$ cat src/common/sfpst_regs.svh
// timing constants for the serial flash power-state sequencer
`ifndef SFPST_REGS_SVH
`define SFPST_REGS_SVH
`define SFPST_CLK_PERIOD_PS 4000
`define SFPST_ULTRA_SLEEP_ENTRY_DELAY_NS 3000
`define SFPST_WAKE_PULSE_MIN_WIDTH_NS 20
`define SFPST_ULTRA_SLEEP_EXIT_RECOVERY_NS 70000
`define SFPST_RESUME_TO_STANDBY_DELAY_NS 8000
`define SFPST_SECURE_AREA_PROGRAM_TIME_NS 950000
`define SFPST_SECURE_AREA_PROGRAM_TYP_NS 400000
`define SFPST_CONFIG_WORD_WRITE_TIME_NS 200
`define SFPST_SUPPLY_TO_FIRST_READ_DELAY_NS 70000
`define SFPST_POWERUP_WRITE_LOCKOUT_DELAY_NS 3000000
`define SFPST_PAGE_PROGRAM_TIME_NS 2500000
`define SFPST_PAGE_ERASE_TIME_NS 20000000
`define SFPST_BLOCK64_ERASE_TIME_NS 1000000000
`define SFPST_CHIP_ERASE_TIME_US 4000000
// cycle counts: least times round up, longest times round down
// 64-bit arithmetic: millisecond figures overflow a 32-bit int once scaled to ps
`define SFPST_CYC_MAX(ns) ((64'd1000 * (ns)) / `SFPST_CLK_PERIOD_PS)
`define SFPST_CYC_MIN(ns) (((64'd1000 * (ns)) + `SFPST_CLK_PERIOD_PS - 1) / `SFPST_CLK_PERIOD_PS)
`define SFPST_ENTRY_CYC `SFPST_CYC_MAX(`SFPST_ULTRA_SLEEP_ENTRY_DELAY_NS)
`define SFPST_WAKE_CYC `SFPST_CYC_MIN(`SFPST_WAKE_PULSE_MIN_WIDTH_NS)
`define SFPST_EXIT_CYC `SFPST_CYC_MIN(`SFPST_ULTRA_SLEEP_EXIT_RECOVERY_NS)
`define SFPST_RESUME_CYC `SFPST_CYC_MAX(`SFPST_RESUME_TO_STANDBY_DELAY_NS)
`define SFPST_OTP_CYC `SFPST_CYC_MAX(`SFPST_SECURE_AREA_PROGRAM_TIME_NS)
`define SFPST_CFGW_CYC `SFPST_CYC_MAX(`SFPST_CONFIG_WORD_WRITE_TIME_NS)
`define SFPST_READ_LOCK_CYC `SFPST_CYC_MIN(`SFPST_SUPPLY_TO_FIRST_READ_DELAY_NS)
`define SFPST_PUW_CYC `SFPST_CYC_MAX(`SFPST_POWERUP_WRITE_LOCKOUT_DELAY_NS)
`define SFPST_PP_CYC `SFPST_CYC_MAX(`SFPST_PAGE_PROGRAM_TIME_NS)
`define SFPST_PE_CYC `SFPST_CYC_MAX(`SFPST_PAGE_ERASE_TIME_NS)
`define SFPST_BE_CYC (64'd`SFPST_BLOCK64_ERASE_TIME_NS * 64'd1000 / 64'd`SFPST_CLK_PERIOD_PS)
`define SFPST_CE_CYC (64'd`SFPST_CHIP_ERASE_TIME_US * 64'd1000000 / 64'd`SFPST_CLK_PERIOD_PS)
`endif

$ cat src/common/sfpst_pkg.sv
// types for the serial flash power-state sequencer
package sfpst_pkg;
  typedef enum logic [2:0] {
    SFPST_ST_POR = 3'h0,
    SFPST_ST_STANDBY = 3'h1,
    SFPST_ST_ACTIVE = 3'h2,
    SFPST_ST_BUSY = 3'h3,
    SFPST_ST_ENTER_ULTRA = 3'h4,
    SFPST_ST_ULTRA = 3'h5,
    SFPST_ST_EXIT_ULTRA = 3'h6,
    SFPST_ST_RESUME = 3'h7
  } sfpst_state_e;
  typedef enum logic [2:0] {
    SFPST_OP_NONE = 3'h0,
    SFPST_OP_PAGE_PROG = 3'h1,
    SFPST_OP_PAGE_ERASE = 3'h2,
    SFPST_OP_BLOCK_ERASE = 3'h3,
    SFPST_OP_CHIP_ERASE = 3'h4,
    SFPST_OP_OTP_PROG = 3'h5,
    SFPST_OP_CFG_WRITE = 3'h6,
    SFPST_OP_RESUME = 3'h7
  } sfpst_op_e;
  typedef logic [39:0] sfpst_cnt_t;
endpackage

$ cat src/design/sfpst_core.sv
// power-state and operation timing sequencer of a small serial flash
// ----------------------------------------------------------------
// ----------------------------------------------------------------
`timescale 1ns/100ps
`include "sfpst_regs.svh"
module sfpst_core
  import sfpst_pkg::*;
#(
  parameter sfpst_cnt_t ENTRY_CYC = sfpst_cnt_t'(`SFPST_ENTRY_CYC),
  parameter sfpst_cnt_t EXIT_CYC = sfpst_cnt_t'(`SFPST_EXIT_CYC),
  parameter sfpst_cnt_t RESUME_CYC = sfpst_cnt_t'(`SFPST_RESUME_CYC),
  parameter sfpst_cnt_t OTP_CYC = sfpst_cnt_t'(`SFPST_OTP_CYC),
  parameter sfpst_cnt_t READ_LOCK_CYC = sfpst_cnt_t'(`SFPST_READ_LOCK_CYC),
  parameter sfpst_cnt_t PUW_CYC = sfpst_cnt_t'(`SFPST_PUW_CYC),
  parameter sfpst_cnt_t PP_CYC = sfpst_cnt_t'(`SFPST_PP_CYC),
  parameter sfpst_cnt_t PE_CYC = sfpst_cnt_t'(`SFPST_PE_CYC),
  parameter sfpst_cnt_t BE_CYC = sfpst_cnt_t'(`SFPST_BE_CYC),
  parameter sfpst_cnt_t CE_CYC = sfpst_cnt_t'(`SFPST_CE_CYC)
) (
  // clock and reset (srst models the internal power-on reset)
  input wire logic mclk,
  input wire logic srst,
  // serial link pins
  input wire logic chip_select_n,
  input wire logic sclk,
  input wire logic so_drive_req,
  output logic so_oe,
  // decoded command from the command layer, pulsed at chip select rise
  input wire logic cmd_valid,
  input wire sfpst_op_e cmd_op,
  input wire logic cmd_ultra_sleep,
  input wire logic cmd_is_read,
  // status
  output sfpst_state_e state,
  output logic spi_mode3,
  output logic cmd_accept,
  output logic busy,
  output logic read_allowed,
  output logic write_allowed
);

  // ----------------------------------------------------------------
  // pin synchronisers
  // ----------------------------------------------------------------
  logic cs_m_q, cs_s_q, cs_d_q;
  logic clk_m_q, clk_s_q;
  always_ff @(posedge mclk) begin
    if (srst) begin
      cs_m_q <= 1'b1;
      cs_s_q <= 1'b1;
      cs_d_q <= 1'b1;
      clk_m_q <= 1'b0;
      clk_s_q <= 1'b0;
    end else begin
      cs_m_q <= chip_select_n;
      cs_s_q <= cs_m_q;
      cs_d_q <= cs_s_q;
      clk_m_q <= sclk;
      clk_s_q <= clk_m_q;
    end
  end
  logic cs_fall, cs_rise;
  assign cs_fall = cs_d_q & ~cs_s_q;
  assign cs_rise = ~cs_d_q & cs_s_q;

  // ----------------------------------------------------------------
  // timing helpers
  // ----------------------------------------------------------------
  function automatic sfpst_cnt_t op_cycles(input sfpst_op_e op);
    case (op)
      SFPST_OP_PAGE_PROG: op_cycles = PP_CYC;
      SFPST_OP_PAGE_ERASE: op_cycles = PE_CYC;
      SFPST_OP_BLOCK_ERASE: op_cycles = BE_CYC;
      SFPST_OP_CHIP_ERASE: op_cycles = CE_CYC;
      SFPST_OP_OTP_PROG: op_cycles = OTP_CYC;
      SFPST_OP_CFG_WRITE: op_cycles = sfpst_cnt_t'(`SFPST_CFGW_CYC);
      default: op_cycles = sfpst_cnt_t'(1);
    endcase
  endfunction

  function automatic logic is_write(input sfpst_op_e op);
    is_write = (op != SFPST_OP_NONE) && (op != SFPST_OP_RESUME);
  endfunction

  // ----------------------------------------------------------------
  // power-up lockout counters
  // ----------------------------------------------------------------
  sfpst_cnt_t pu_cnt_q;
  logic puw_done_q, rd_done_q;
  always_ff @(posedge mclk) begin
    if (srst) begin
      pu_cnt_q <= '0;
      puw_done_q <= 1'b0;
      rd_done_q <= 1'b0;
    end else begin
      if (!puw_done_q) begin
        pu_cnt_q <= pu_cnt_q + sfpst_cnt_t'(1);
      end
      if (pu_cnt_q + sfpst_cnt_t'(1) >= READ_LOCK_CYC) begin
        rd_done_q <= 1'b1;
      end
      if (pu_cnt_q + sfpst_cnt_t'(1) >= PUW_CYC) begin
        puw_done_q <= 1'b1;
      end
    end
  end
  assign read_allowed = rd_done_q;
  assign write_allowed = puw_done_q;

  // ----------------------------------------------------------------
  // mode selection, sampled at every chip select fall
  // ----------------------------------------------------------------
  always_ff @(posedge mclk) begin
    if (srst) begin
      spi_mode3 <= 1'b0;
    end else if (cs_fall) begin
      spi_mode3 <= clk_s_q;
    end
  end

  // ----------------------------------------------------------------
  // power-state machine
  // ----------------------------------------------------------------
  sfpst_state_e state_q;
  sfpst_cnt_t tmr_q;
  logic armed_q;
  logic accept_now;
  // a command counts only if the frame began with a fall seen in standby or active
  assign accept_now = cmd_valid & cs_rise & armed_q;

  always_ff @(posedge mclk) begin
    if (srst) begin
      armed_q <= 1'b0;
    end else if (cs_fall) begin
      armed_q <= (state_q == SFPST_ST_STANDBY) || (state_q == SFPST_ST_ACTIVE);
    end else if (cs_rise) begin
      armed_q <= 1'b0;
    end
  end

  always_ff @(posedge mclk) begin
    if (srst) begin
      state_q <= SFPST_ST_POR;
      tmr_q <= '0;
    end else begin
      case (state_q)
        SFPST_ST_POR: begin
          // leave power-up once the write lockout has expired
          if (puw_done_q) begin
            state_q <= cs_s_q ? SFPST_ST_STANDBY : SFPST_ST_ACTIVE;
          end
        end
        SFPST_ST_STANDBY, SFPST_ST_ACTIVE: begin
          if (accept_now && cmd_ultra_sleep) begin
            state_q <= SFPST_ST_ENTER_ULTRA;
            tmr_q <= ENTRY_CYC;
          end else if (accept_now && cmd_op == SFPST_OP_RESUME) begin
            state_q <= SFPST_ST_RESUME;
            tmr_q <= RESUME_CYC;
          end else if (accept_now && is_write(cmd_op) && puw_done_q) begin
            state_q <= SFPST_ST_BUSY;
            tmr_q <= op_cycles(cmd_op);
          end else begin
            state_q <= cs_s_q ? SFPST_ST_STANDBY : SFPST_ST_ACTIVE;
          end
        end
        SFPST_ST_BUSY, SFPST_ST_ENTER_ULTRA, SFPST_ST_RESUME: begin
          if (tmr_q <= sfpst_cnt_t'(1)) begin
            state_q <= (state_q == SFPST_ST_ENTER_ULTRA) ? SFPST_ST_ULTRA
                       : SFPST_ST_STANDBY;
            tmr_q <= '0;
          end else begin
            tmr_q <= tmr_q - sfpst_cnt_t'(1);
          end
        end
        SFPST_ST_ULTRA: begin
          // any low pulse on chip select wakes; the synchroniser already
          // samples every pulse longer than one clock, which is below the 20 ns minimum
          if (cs_fall) begin
            state_q <= SFPST_ST_EXIT_ULTRA;
            tmr_q <= EXIT_CYC;
          end
        end
        SFPST_ST_EXIT_ULTRA: begin
          if (tmr_q <= sfpst_cnt_t'(1)) begin
            state_q <= SFPST_ST_STANDBY;
            tmr_q <= '0;
          end else begin
            tmr_q <= tmr_q - sfpst_cnt_t'(1);
          end
        end
        default: begin
          state_q <= SFPST_ST_POR;
          tmr_q <= '0;
        end
      endcase
    end
  end
  assign state = state_q;
  assign busy = (state_q == SFPST_ST_BUSY);
  assign cmd_accept = accept_now;

  // ----------------------------------------------------------------
  // serial output enable: never drives during reset or power states
  // ----------------------------------------------------------------
  logic so_oe_q;
  always_ff @(posedge mclk) begin
    if (srst) begin
      so_oe_q <= 1'b0;
    end else begin
      so_oe_q <= so_drive_req & ~cs_s_q & armed_q & (cmd_is_read ? rd_done_q : 1'b1);
    end
  end
  assign so_oe = so_oe_q;

endmodule

$ cat config.mk
export PLATFORM = sky130hd
export DESIGN_NAME = sfpst_core
export DESIGN_NICKNAME = d
export VERILOG_FILES = /design/src/common/sfpst_pkg.sv /design/src/design/sfpst_core.sv
export VERILOG_INCLUDE_DIRS = /design/src /design/src/common
export SDC_FILE = /design/constraint.sdc
export NUM_CORES = 1
export LEC_CHECK = 0
export ABC_CLOCK_PERIOD_IN_PS = 3600
export BUFFER_PORTS_ARGS = -buffer_cell sky130_fd_sc_hd__clkbuf_2
export CORE_UTILIZATION = 60
export CTS_CLUSTER_DIAMETER = 80
export DETAILED_ROUTE_END_ITERATION = 16
export PLACE_DENSITY_LB_ADDON = 0.25
export RECOVER_POWER = 25
export SYNTH_ARGS = -nofsm -noshare
export SYNTH_HDL_FRONTEND = slang
export SYNTH_SLANG_ARGS = --single-unit
$ cat constraint.sdc
create_clock -name mclk -period 3.6 [get_ports mclk]
set_input_delay 0.36 -clock mclk [delete_from_list [all_inputs] [get_ports mclk]]
set_output_delay 0.36 -clock mclk [all_outputs]
set_load 0.02 [all_outputs]
# --- Yosys cells after proc, flatten, opt, wreduce, memory -nomap -nowiden ---
# Index checks and enable logic that the tools add are counted.
word_totals:
  register_bits: 93
  in_bits: 11
  wordCells: 82
classes:
  n_eq_ne: 20
  n_mux: 20
  magnitude_cmp: 3
  n_bitwise: 9
  add_sub_neg: 2
  n_reduce_logical: 15
op_table:
  columns: ["cell", "count"]
  rows:
  - ["40-bit 2-to-1 mux", 5]
  - ["30-bit one-hot mux with 6 select lines", 1]
  - ["40-bit one-hot mux with 3 select lines", 1]
  - ["40-bit by 1-bit adder with 40-bit output (second input constant)", 1]
  - ["40-bit by 15-bit >= comparator with 1-bit output (second input constant)", 1]
  - ["40-bit by 20-bit >= comparator with 1-bit output (second input constant)", 1]
  - ["40-bit by 1-bit less-or-equal comparator with 1-bit output (second input constant)", 1]
  - ["40-bit by 1-bit subtractor with 40-bit output (second input constant)", 1]
  - ["3-bit equality test (second input constant)", 8]
  - ["3-bit 2-to-1 mux", 7]
  - ["3-bit one-hot mux with 5 select lines", 1]
  - ["3-bit by 2-bit equality test with 1-bit output (second input constant)", 4]
  - ["2-bit inequality test (second input constant)", 4]
  - ["1-bit AND", 7]
  - ["3-bit by 1-bit equality test with 1-bit output (second input constant)", 2]
  - ["3-bit nonzero test", 2]
  - ["1-bit logical AND", 5]
  - ["2-bit 2-to-1 mux", 2]
  - ["4-bit inequality test (second input constant)", 1]
  - ["4-bit AND reduction", 1]
  - ["4-bit OR reduction", 1]
  - ["3-bit logical NOT", 1]
  - ["1-bit 2-to-1 mux", 3]
  - ["3-bit inequality test (second input constant)", 1]
  - ["other kinds (6)", 7]

# --- Logic depth before layout (Yosys ltp) ---
# Gate-level depths: netlist of the first run.
logic_depth:
  depth_word: 10
  ltp_mapped: 11
  mapped_depth_nobuf: 9

# --- Least setup slack after synthesis of the first run ---
# Ideal clock, no wire load.
synth_timing:
  kind: "register to register"
  startpoint: "register pu_cnt_q[8]"
  endpoint: "register puw_done_q (netlist: write_allowed)"
  setup_time_ps: 140
  path_buffers: 1
  period_less_slack_ps: 2787
  setup_slack_ps: 813
  arrival_time_ps: 2648
  stages_incl_launch_ff: 9
  t_required_ps: 3460
  path_cell_list: "dfxtp_1 buf_2 nand4_2 or4_4 or4_1 a211o_1 a211o_1 nor4_2 a41oi_1"
synth_via:
  elab_chain_cells: 2
synth_lines:
  columns: ["element", "line", "text"]
  rows:
  - ["from (decl)", "sfpst_core.sv:88", "sfpst_cnt_t pu_cnt_q;"]
  - ["from (signal assigned)", "sfpst_core.sv:97", "pu_cnt_q <= pu_cnt_q + sfpst_cnt_t'(1);"]
  - ["40-bit by 1-bit adder with 40-bit output", "sfpst_core.sv:102", "if (pu_cnt_q + sfpst_cnt_t'(1) >= PUW_CYC) begin"]
  - ["40-bit by 20-bit >= comparator with 1-bit output", "sfpst_core.sv:102", null]
  - ["to (signal assigned)", "sfpst_core.sv:93", "puw_done_q <= 1'b0;"]
  - ["to (signal assigned)", "sfpst_core.sv:103", "puw_done_q <= 1'b1;"]
  - ["to (decl)", "sfpst_core.sv:89", "logic puw_done_q, rd_done_q;"]
# Every way passes these cells.
# A chain may end at the register's enable or synchronous reset.

# --- Final worst setup path of the first run ---
layout_timing:
  startpoint: "register pu_cnt_q[18]"
  endpoint: "register rd_done_q (netlist: read_allowed)"
layout_via:
  elab_chain_cells: 2
layout_lines:
  columns: ["element", "line", "text"]
  rows:
  - ["40-bit by 1-bit adder with 40-bit output", "sfpst_core.sv:99", "if (pu_cnt_q + sfpst_cnt_t'(1) >= READ_LOCK_CYC) begin"]
  - ["40-bit by 15-bit >= comparator with 1-bit output", "sfpst_core.sv:99", null]
  - ["to (signal assigned)", "sfpst_core.sv:94", "rd_done_q <= 1'b0;"]
  - ["to (signal assigned)", "sfpst_core.sv:100", "rd_done_q <= 1'b1;"]
  - ["to (decl)", "sfpst_core.sv:89", null]
# Every way passes these cells.

==> results of run 1 <==
==> routing by layer <==
metal  track usage [%]  part of all wire (%)  vias to the layer above
met2              51.9                    49                      183
met5                 0                     0                        -
met1              35.3                    44                     2750
met4              12.1                   2.7                        0
met3              4.99                   4.8                       43
li1                  -                     -                     2922
==> through the flow <==
step | area, sq um | power [uW] | worst slack (ps) | hold slack (ps) | util (%)
finish | 6290 | 1760 | 394 | 171 | 64.7
detailed placement | 6140 | 1140 | 494 | 398 | 63.1
CTS | 6310 | 1780 | 465 | 153 | 64.9
global route | 6290 | 1830 | 258 | 163 | 64.7
global placement | 6140 | 1140 | 578 | 393 | 63.1
floorplan | 6020 | 1120 | 813 | 389 | -
==> synth_stat cells, drive strengths merged (6+ instances only) <==
master,number,share of area (%)
nor3b,6,0.75
ha,8,1.7
nand2b,6,0.62
buf,22,1.9
clkbuf,39,2.4
a211oi,6,0.75
or4,13,1.7
dfxtp,93,31
xor2,33,4.8
a22oi,11,1.4
o21ai,61,5.1
nand3,30,2.5
nor2b,8,0.83
o31ai,7,0.87
nor3,37,3.1
nand2,49,3.1
a21oi,56,4.7
or2,11,1.1
nand4,22,2.6
inv,18,1.1
nor4,30,3.4
o22ai,6,0.62
xnor2,28,4.1
or3,18,1.9
nor2,131,8.2
==> area by class of cell <==
class                           count  area, sq um  share of cell area [%]
Multi-Input combinational cell    646         3830                    60.8
Sequential cell                    93         1860                    29.6
Tap cell                          133          166                    2.64
Inverter                           18         67.6                    1.07
Timing Repair Buffer               33          193                    3.06
Clock inverter                      6         38.8                   0.616
Clock buffer                       10          138                    2.19
==> critical path, cell delays in order (launching register included) <==
cell     delay (ps)
dfxtp_1         570
nand4_2         270
or4_1           640
or4_1           520
a211o_1         310
a211o_1         270
nor4_2          300
a41oi_1         150
==> cells in the final DEF (no fill, tap or decap), drive strengths merged, types with 4 or more instances in the layout <==
| cell | instances |
|---|---|
| o21ai | 61 |
| clkbuf | 32 |
| dfxtp | 93 |
| nor3 | 37 |
| o21a | 5 |
| a21oi | 56 |
| buf | 11 |
| nand2 | 49 |
| clkinv | 4 |
| or4 | 13 |
| inv | 18 |
| xor2 | 33 |
| ha | 8 |
| nor2 | 131 |
| and3 | 4 |
| a21o | 5 |
| o22ai | 6 |
| nor3b | 6 |
| a211oi | 6 |
| xnor2 | 28 |
| a311oi | 4 |
| or3 | 18 |
| nor2b | 8 |
| o31ai | 7 |
| nand3 | 30 |
| nor4 | 30 |
| or2 | 11 |
| nand4 | 22 |
| o41ai | 5 |
| a22oi | 11 |
| nand2b | 6 |
==> power groups by stage <==
| stage | Combinational (uW) | Sequential (uW) | Clock, uW |
|---|---|---|---|
| after floorplan | 60.6 | 1060 | 0 |
| after global placement | 76.1 | 1060 | 0 |
| after detailed placement | 78.7 | 1060 | 0 |
| after CTS | 79.5 | 1040 | 664 |
| after global routing | 88.9 | 1040 | 697 |
| final | 79.9 | 1040 | 644 |
==> cells by family (layout without fill, tap and decap cells) <==
| group | count (synthesis) | in the layout | share of synthesized area, % |
|---|---|---|---|
| fa+ha+maj | 9 | 9 | 1.83 |
| buf+inv | 79 | 67 | 5.49 |
| compound gates | 198 | 198 | 20.7 |
| xor+xnor | 61 | 61 | 8.88 |
| mux | 4 | 4 | 0.707 |
| flops | 93 | 93 | 30.9 |
| simple gates | 374 | 374 | 31.4 |
==> state kept, by name, indices dropped and copies added, names as in the netlist <==
name / flops
state: 3
cs_d_q: 1
so_oe: 1
spi_mode3: 1
clk_m_q: 1
clk_s_q: 1
armed_q: 1
tmr_q: 40
pu_cnt_q: 40
cs_s_q: 1
write_allowed: 1
cs_m_q: 1
read_allowed: 1
==> how the worst max path moves through the flow <==
| stage | end | from | cells past startpoint |
|---|---|---|---|
| 4_1_cts | read_allowed | pu_cnt_q[18] | 7 |
| 3_3_place_gp | write_allowed | pu_cnt_q[18] | 7 |
| 6_report | read_allowed | pu_cnt_q[18] | 7 |
| 5_1_grt | read_allowed | pu_cnt_q[18] | 7 |
| 2_1_floorplan | write_allowed | pu_cnt_q[8] | 8 |
| 3_5_place_dp | read_allowed | pu_cnt_q[18] | 7 |
==> results.tsv, run 1 <==
stage	metric	value	unit
clocking	Root Buffer	clkbuf_8	
clocking	H-tree Lvls	3	
place	Cells after DPL	923	
floorplanning	# rows	36	
power_and_ir_drop	Comb power frac	4.5	%
synth	syn nets	837	
critical_path	Worst setup EP type	register	
run	MaxCap Viol Count	1	
critical_path	FF-to-FF Start	pu_cnt_q[18]	
routing	drt drc	0	
layout	nets	820	
floorplanning	Die H	102	um
critical_path	r2r setup slk	390	ps
synth	Synth Flop Type	dfxtp_1	
layout	Layout area overhead	4.53	%
sta	Period minus WS final	3210	ps
critical_path	RR Endpoint	read_allowed	
synth	Synth async-reset ratio	0	%
power_and_ir_drop	Power Density	280	nW/um^2
clocking	CTS Hold Bufs	0	
power_and_ir_drop	VDD IR max	219	uV
sta	Finish-stage setup viols	0	
routing	vias	5898	
routing	wire per inst	15.6	um
clocking	post-CTS sizing	0	
clocking	Max Buffers Root-to-Sink	2	
clocking	CTS Sinks	93	
global_route	first-pass GRT wire length	24.6	mm
hold_path	Hold Path Stages	2	
routing	drt initial violations	309	
global_route	vias in the first global route	5449	
floorplanning	IO Count	20	
routing	routed wire length	14.6	mm
global_route	Tot GR Track Use	29.4	%
sta	Slew HR	-10.6	%
place	hpwl dp	10.3	mm
power_and_ir_drop	Clk pwr share	36.5	%
clocking	CTS tree	built	
critical_path	Critical Path AT	3400	ps
hold_path	Hold Path End	cs_m_q	
synth	Seq/Total Area, Yosys	30.9	%
sta	Hold Vio Cnt, Final	0	
synth	Netlist cell types	64	
synth	Ys Warns	0	
sta	fin. max-slew vios	38	
synth	Post-Syn Instances	818	
critical_path	worst-path maximum fanout	10	
status	failing checks	max-capacitance violations, max-slew violations	
hold_path	start point of the worst hold path	chip_select_n	
sta	post-route clock period utilization	89.1	%
floorplanning	full die area	10400	sq um
power_and_ir_drop	sw frac	24.7	%
layout	fillers	877	
place	gpl congestion	0.939	
synth	Post-synth EDFFs	0	
layout	post-route insts no fill	939	
sta	RSZ-0062 raised after global routing	false	
sta	Max Clk Rate	0.312	GHz
synth	Synth Cell Area	6020	sq um
clocking	CTS clk-pin slew, worst paths	90	ps
sta	skew final	11.7	ps
layout	layout cells sized above 1	7.94	%
global_route	initial antenna violation count	0	
critical_path	Startpoint Class	register	
global_route	largest net degree at the start of global routing	42	
global_route	total gr overflow	0	
floorplanning	Initial Utilization	61.9	%
clocking	clk_lat worst skew	370	ps
clocking	setup bufs post-CTS	0	
critical_path	Setup CP Type	register to register	
routing	first-pass iteration count of the detailed router	5	
clocking	cts bufs inserted	9	
synth	Seq cells post-synth	93	
critical_path	worst reg2reg path depth	7	
routing	Antenna Violating Nets Remaining	0	
sta	Slew @ Worst Pin	1660	ps
power_and_ir_drop	Reg power frac	58.9	%
power_and_ir_drop	net switching power	436	uW
sta	total negative slack	0	ps
power_and_ir_drop	Pleak	0.00226	uW
hold_path	HP Class	primary input to register	
routing	drt via density	6.28	
place	PortBufs	19	
synth	syn avg cell area	7.36	sq um
floorplanning	die width	102	um
power_and_ir_drop	Pint	1330	uW
status	status	finished, violations left	
critical_path	CP required	3790	ps
floorplanning	Core Area	9730	sq um
layout	diode count	0	
(Power assumes the default switching activity.)
==> run 2, diff against run 1 <==
- ABC_CLOCK_PERIOD_IN_PS: 3600 -> 2900
- CORE_UTILIZATION: 60 -> 57
- TNS_END_PERCENT: unset -> 1
- clock period: 3.6 -> 2.9 ns (I/O delays scaled with it)
==> results.tsv, run 2 (synthesis results as in run 1) <==
stage	metric	value	unit	change
clocking	clk_lat worst skew	390	ps	+20 ps
routing	drt initial violations	433		+40%
clocking	Max Buffers Root-to-Sink	2		unchanged
floorplanning	Die H	105	um	+2.5%
clocking	Root Buffer	clkbuf_8		
layout	diode count	0		unchanged
critical_path	worst-path maximum fanout	8		-2
floorplanning	full die area	11000	sq um	+5.2%
routing	drt via density	6.23		-0.73%
global_route	Tot GR Track Use	29.1	%	-0.24 points
sta	fin. max-slew vios	0		-100%
clocking	H-tree Lvls	3		unchanged
clocking	cts bufs inserted	9		unchanged
sta	Slew @ Worst Pin	1400	ps	-261 ps
routing	drt drc	0		unchanged
floorplanning	# rows	37		+2.8%
global_route	first-pass GRT wire length	26.4	mm	+7.1%
critical_path	FF-to-FF Start	tmr_q[18]		
global_route	met1 Usage GRT	35.3	%	about the same
routing	first-pass iteration count of the detailed router	6		+1
global_route	initial antenna violation count	0		unchanged
critical_path	CP required	3120	ps	-670 ps
power_and_ir_drop	VDD IR max	350	uV	+59%
place	hpwl dp	11.2	mm	+9.0%
sta	Slew HR	6.75	%	+17 points
layout	Layout area overhead	10.7	%	
sta	RSZ-0062 raised after global routing	false		
sta	Period minus WS final	2780	ps	-430 ps
global_route	largest net degree at the start of global routing	49		+17%
routing	vias	6129		+3.9%
global_route	total gr overflow	0		unchanged
floorplanning	Initial Utilization	58.6	%	-3.3 points
sta	skew final	13.6	ps	+1.97 ps
sta	Finish-stage setup viols	0		unchanged
floorplanning	IO Count	20		unchanged
sta	total negative slack	0	ps	unchanged
sta	Max Clk Rate	0.360	GHz	+15%
layout	layout cells sized above 1	12.5	%	+4.6 points
power_and_ir_drop	Power Density	350	nW/um^2	+25%
critical_path	Worst Setup SP	tmr_q[18]		
floorplanning	Core Area	10300	sq um	+5.6%
run	MaxCap Viol Count	0		-1
critical_path	Startpoint Class	register		
hold_path	HP Class	primary input to register		
hold_path	Hold Path End	cs_m_q		
status	status	finished clean		
sta	Hold Vio Cnt, Final	0		unchanged
floorplanning	die width	105	um	+2.5%
hold_path	Hold Path Stages	2		unchanged
critical_path	Critical Path AT	3000	ps	-400 ps
global_route	met2 GRT Util	49.4	%	-2.5 points
global_route	GRT met3 Usage	6.05	%	+1.1 points
place	gpl congestion	0.910		-3.1%
sta	Hold WS	95.2	ps	-75.9 ps
layout	nets	861		+5.0%
critical_path	worst reg2reg path depth	8		+1
global_route	busiest grt layer	met2		
hold_path	start point of the worst hold path	chip_select_n		
global_route	vias in the first global route	5665		+4.0%
critical_path	Worst setup EP type	register		
clocking	CTS Sinks	93		unchanged
sta	post-route clock period utilization	95.7	%	+6.7 points
critical_path	r2r setup slk	120	ps	-270 ps
routing	Antenna Violating Nets Remaining	0		unchanged
clocking	CTS tree	built		
layout	fillers	943		+7.5%
power_and_ir_drop	Pleak	0.00250	uW	+11%
routing	routed wire length	15.8	mm	+8.3%
place	PortBufs	19		unchanged
layout	most common cell after layout, fill and taps aside	nor2_1		
critical_path	Setup CP Type	register to register		
critical_path	RR Endpoint	tmr_q[27]		
layout	most frequent cells in the layout	131 x nor2_1, 93 x dfxtp_1, 56 x a21oi_1		
clocking	CTS clk-pin slew, worst paths	100	ps	about the same
routing	wire per inst	16.1	um	+3.4%
==> run 2: power by group <==
| part | internal, uW | leakage, uW | switching [uW] | total, uW |
|---|---|---|---|---|
| registers | 1280 | 0.000750 | 4.45 | 1290 |
| clock network | 448 | 0.000110 | 488 | 936 |
| logic | 35.4 | 0.00164 | 70.7 | 106 |
==> run 2: worst max-delay path, cell delays in order (launching register included) <==
cell     delay [ps]
dfxtp_1         360
or4_4           530
or4_4           580
o41ai_4         440
buf_4           230
buf_4           150
o31ai_1          80
a22oi_1         190
nor2_1           60
==> run 2: area by class of cell <==
cell class	instances	area [sq um]	share of cell area, %
Timing Repair Buffer	74	507	7.61
Sequential cell	93	1860	27.9
Multi-Input combinational cell	646	3850	57.7
Clock buffer	11	151	2.27
Inverter	18	67.6	1.01
Clock inverter	5	57.6	0.864
Tap cell	136	170	2.55
==> run 2: per-layer routing <==
metal  vias to the layer above  share of wire [%]  routed length [um]
met1                      2831                 42                6680
met4                         0                3.2                 505
met5                         -                  0                   0
met3                        45                6.2                 978
met2                       249                 48                7650
li1                       3004                  -                   -
==> run 2: worst max-delay path by stage <==
stage	end	slack [ps]	depth (start not counted)
5_1_grt	write_allowed	8	7
2_1_floorplan	write_allowed	110	8
6_report	tmr_q[27]	120	8
3_5_place_dp	tmr_q[39]	40	7
4_1_cts	state[0]	60	8
3_3_place_gp	tmr_q[27]	140	8
==> run 2: through the flow <==
stage / util (%) / total power, uW / cell area, sq um / worst slack [ps] / cells
floorplan: - / 1390 / 6020 / 113 / 818
global placement: 62.8 / 1420 / 6450 / 145 / 966
detailed placement: 62.8 / 1420 / 6450 / 41.9 / 966
CTS: 64.9 / 2350 / 6670 / 61.8 / 983
global route: 64.8 / 2400 / 6660 / 7.81 / 983
finish: 64.8 / 2330 / 6660 / 124 / 983
==> run 2: what timing repair did <==
action,in CTS,in global routing
buffers inserted,1,0
gates cloned,0,0
endpoints found under the setup margin,1,11
hold buffers,0,0
pin swaps,1,0
gates resized for setup,0,3
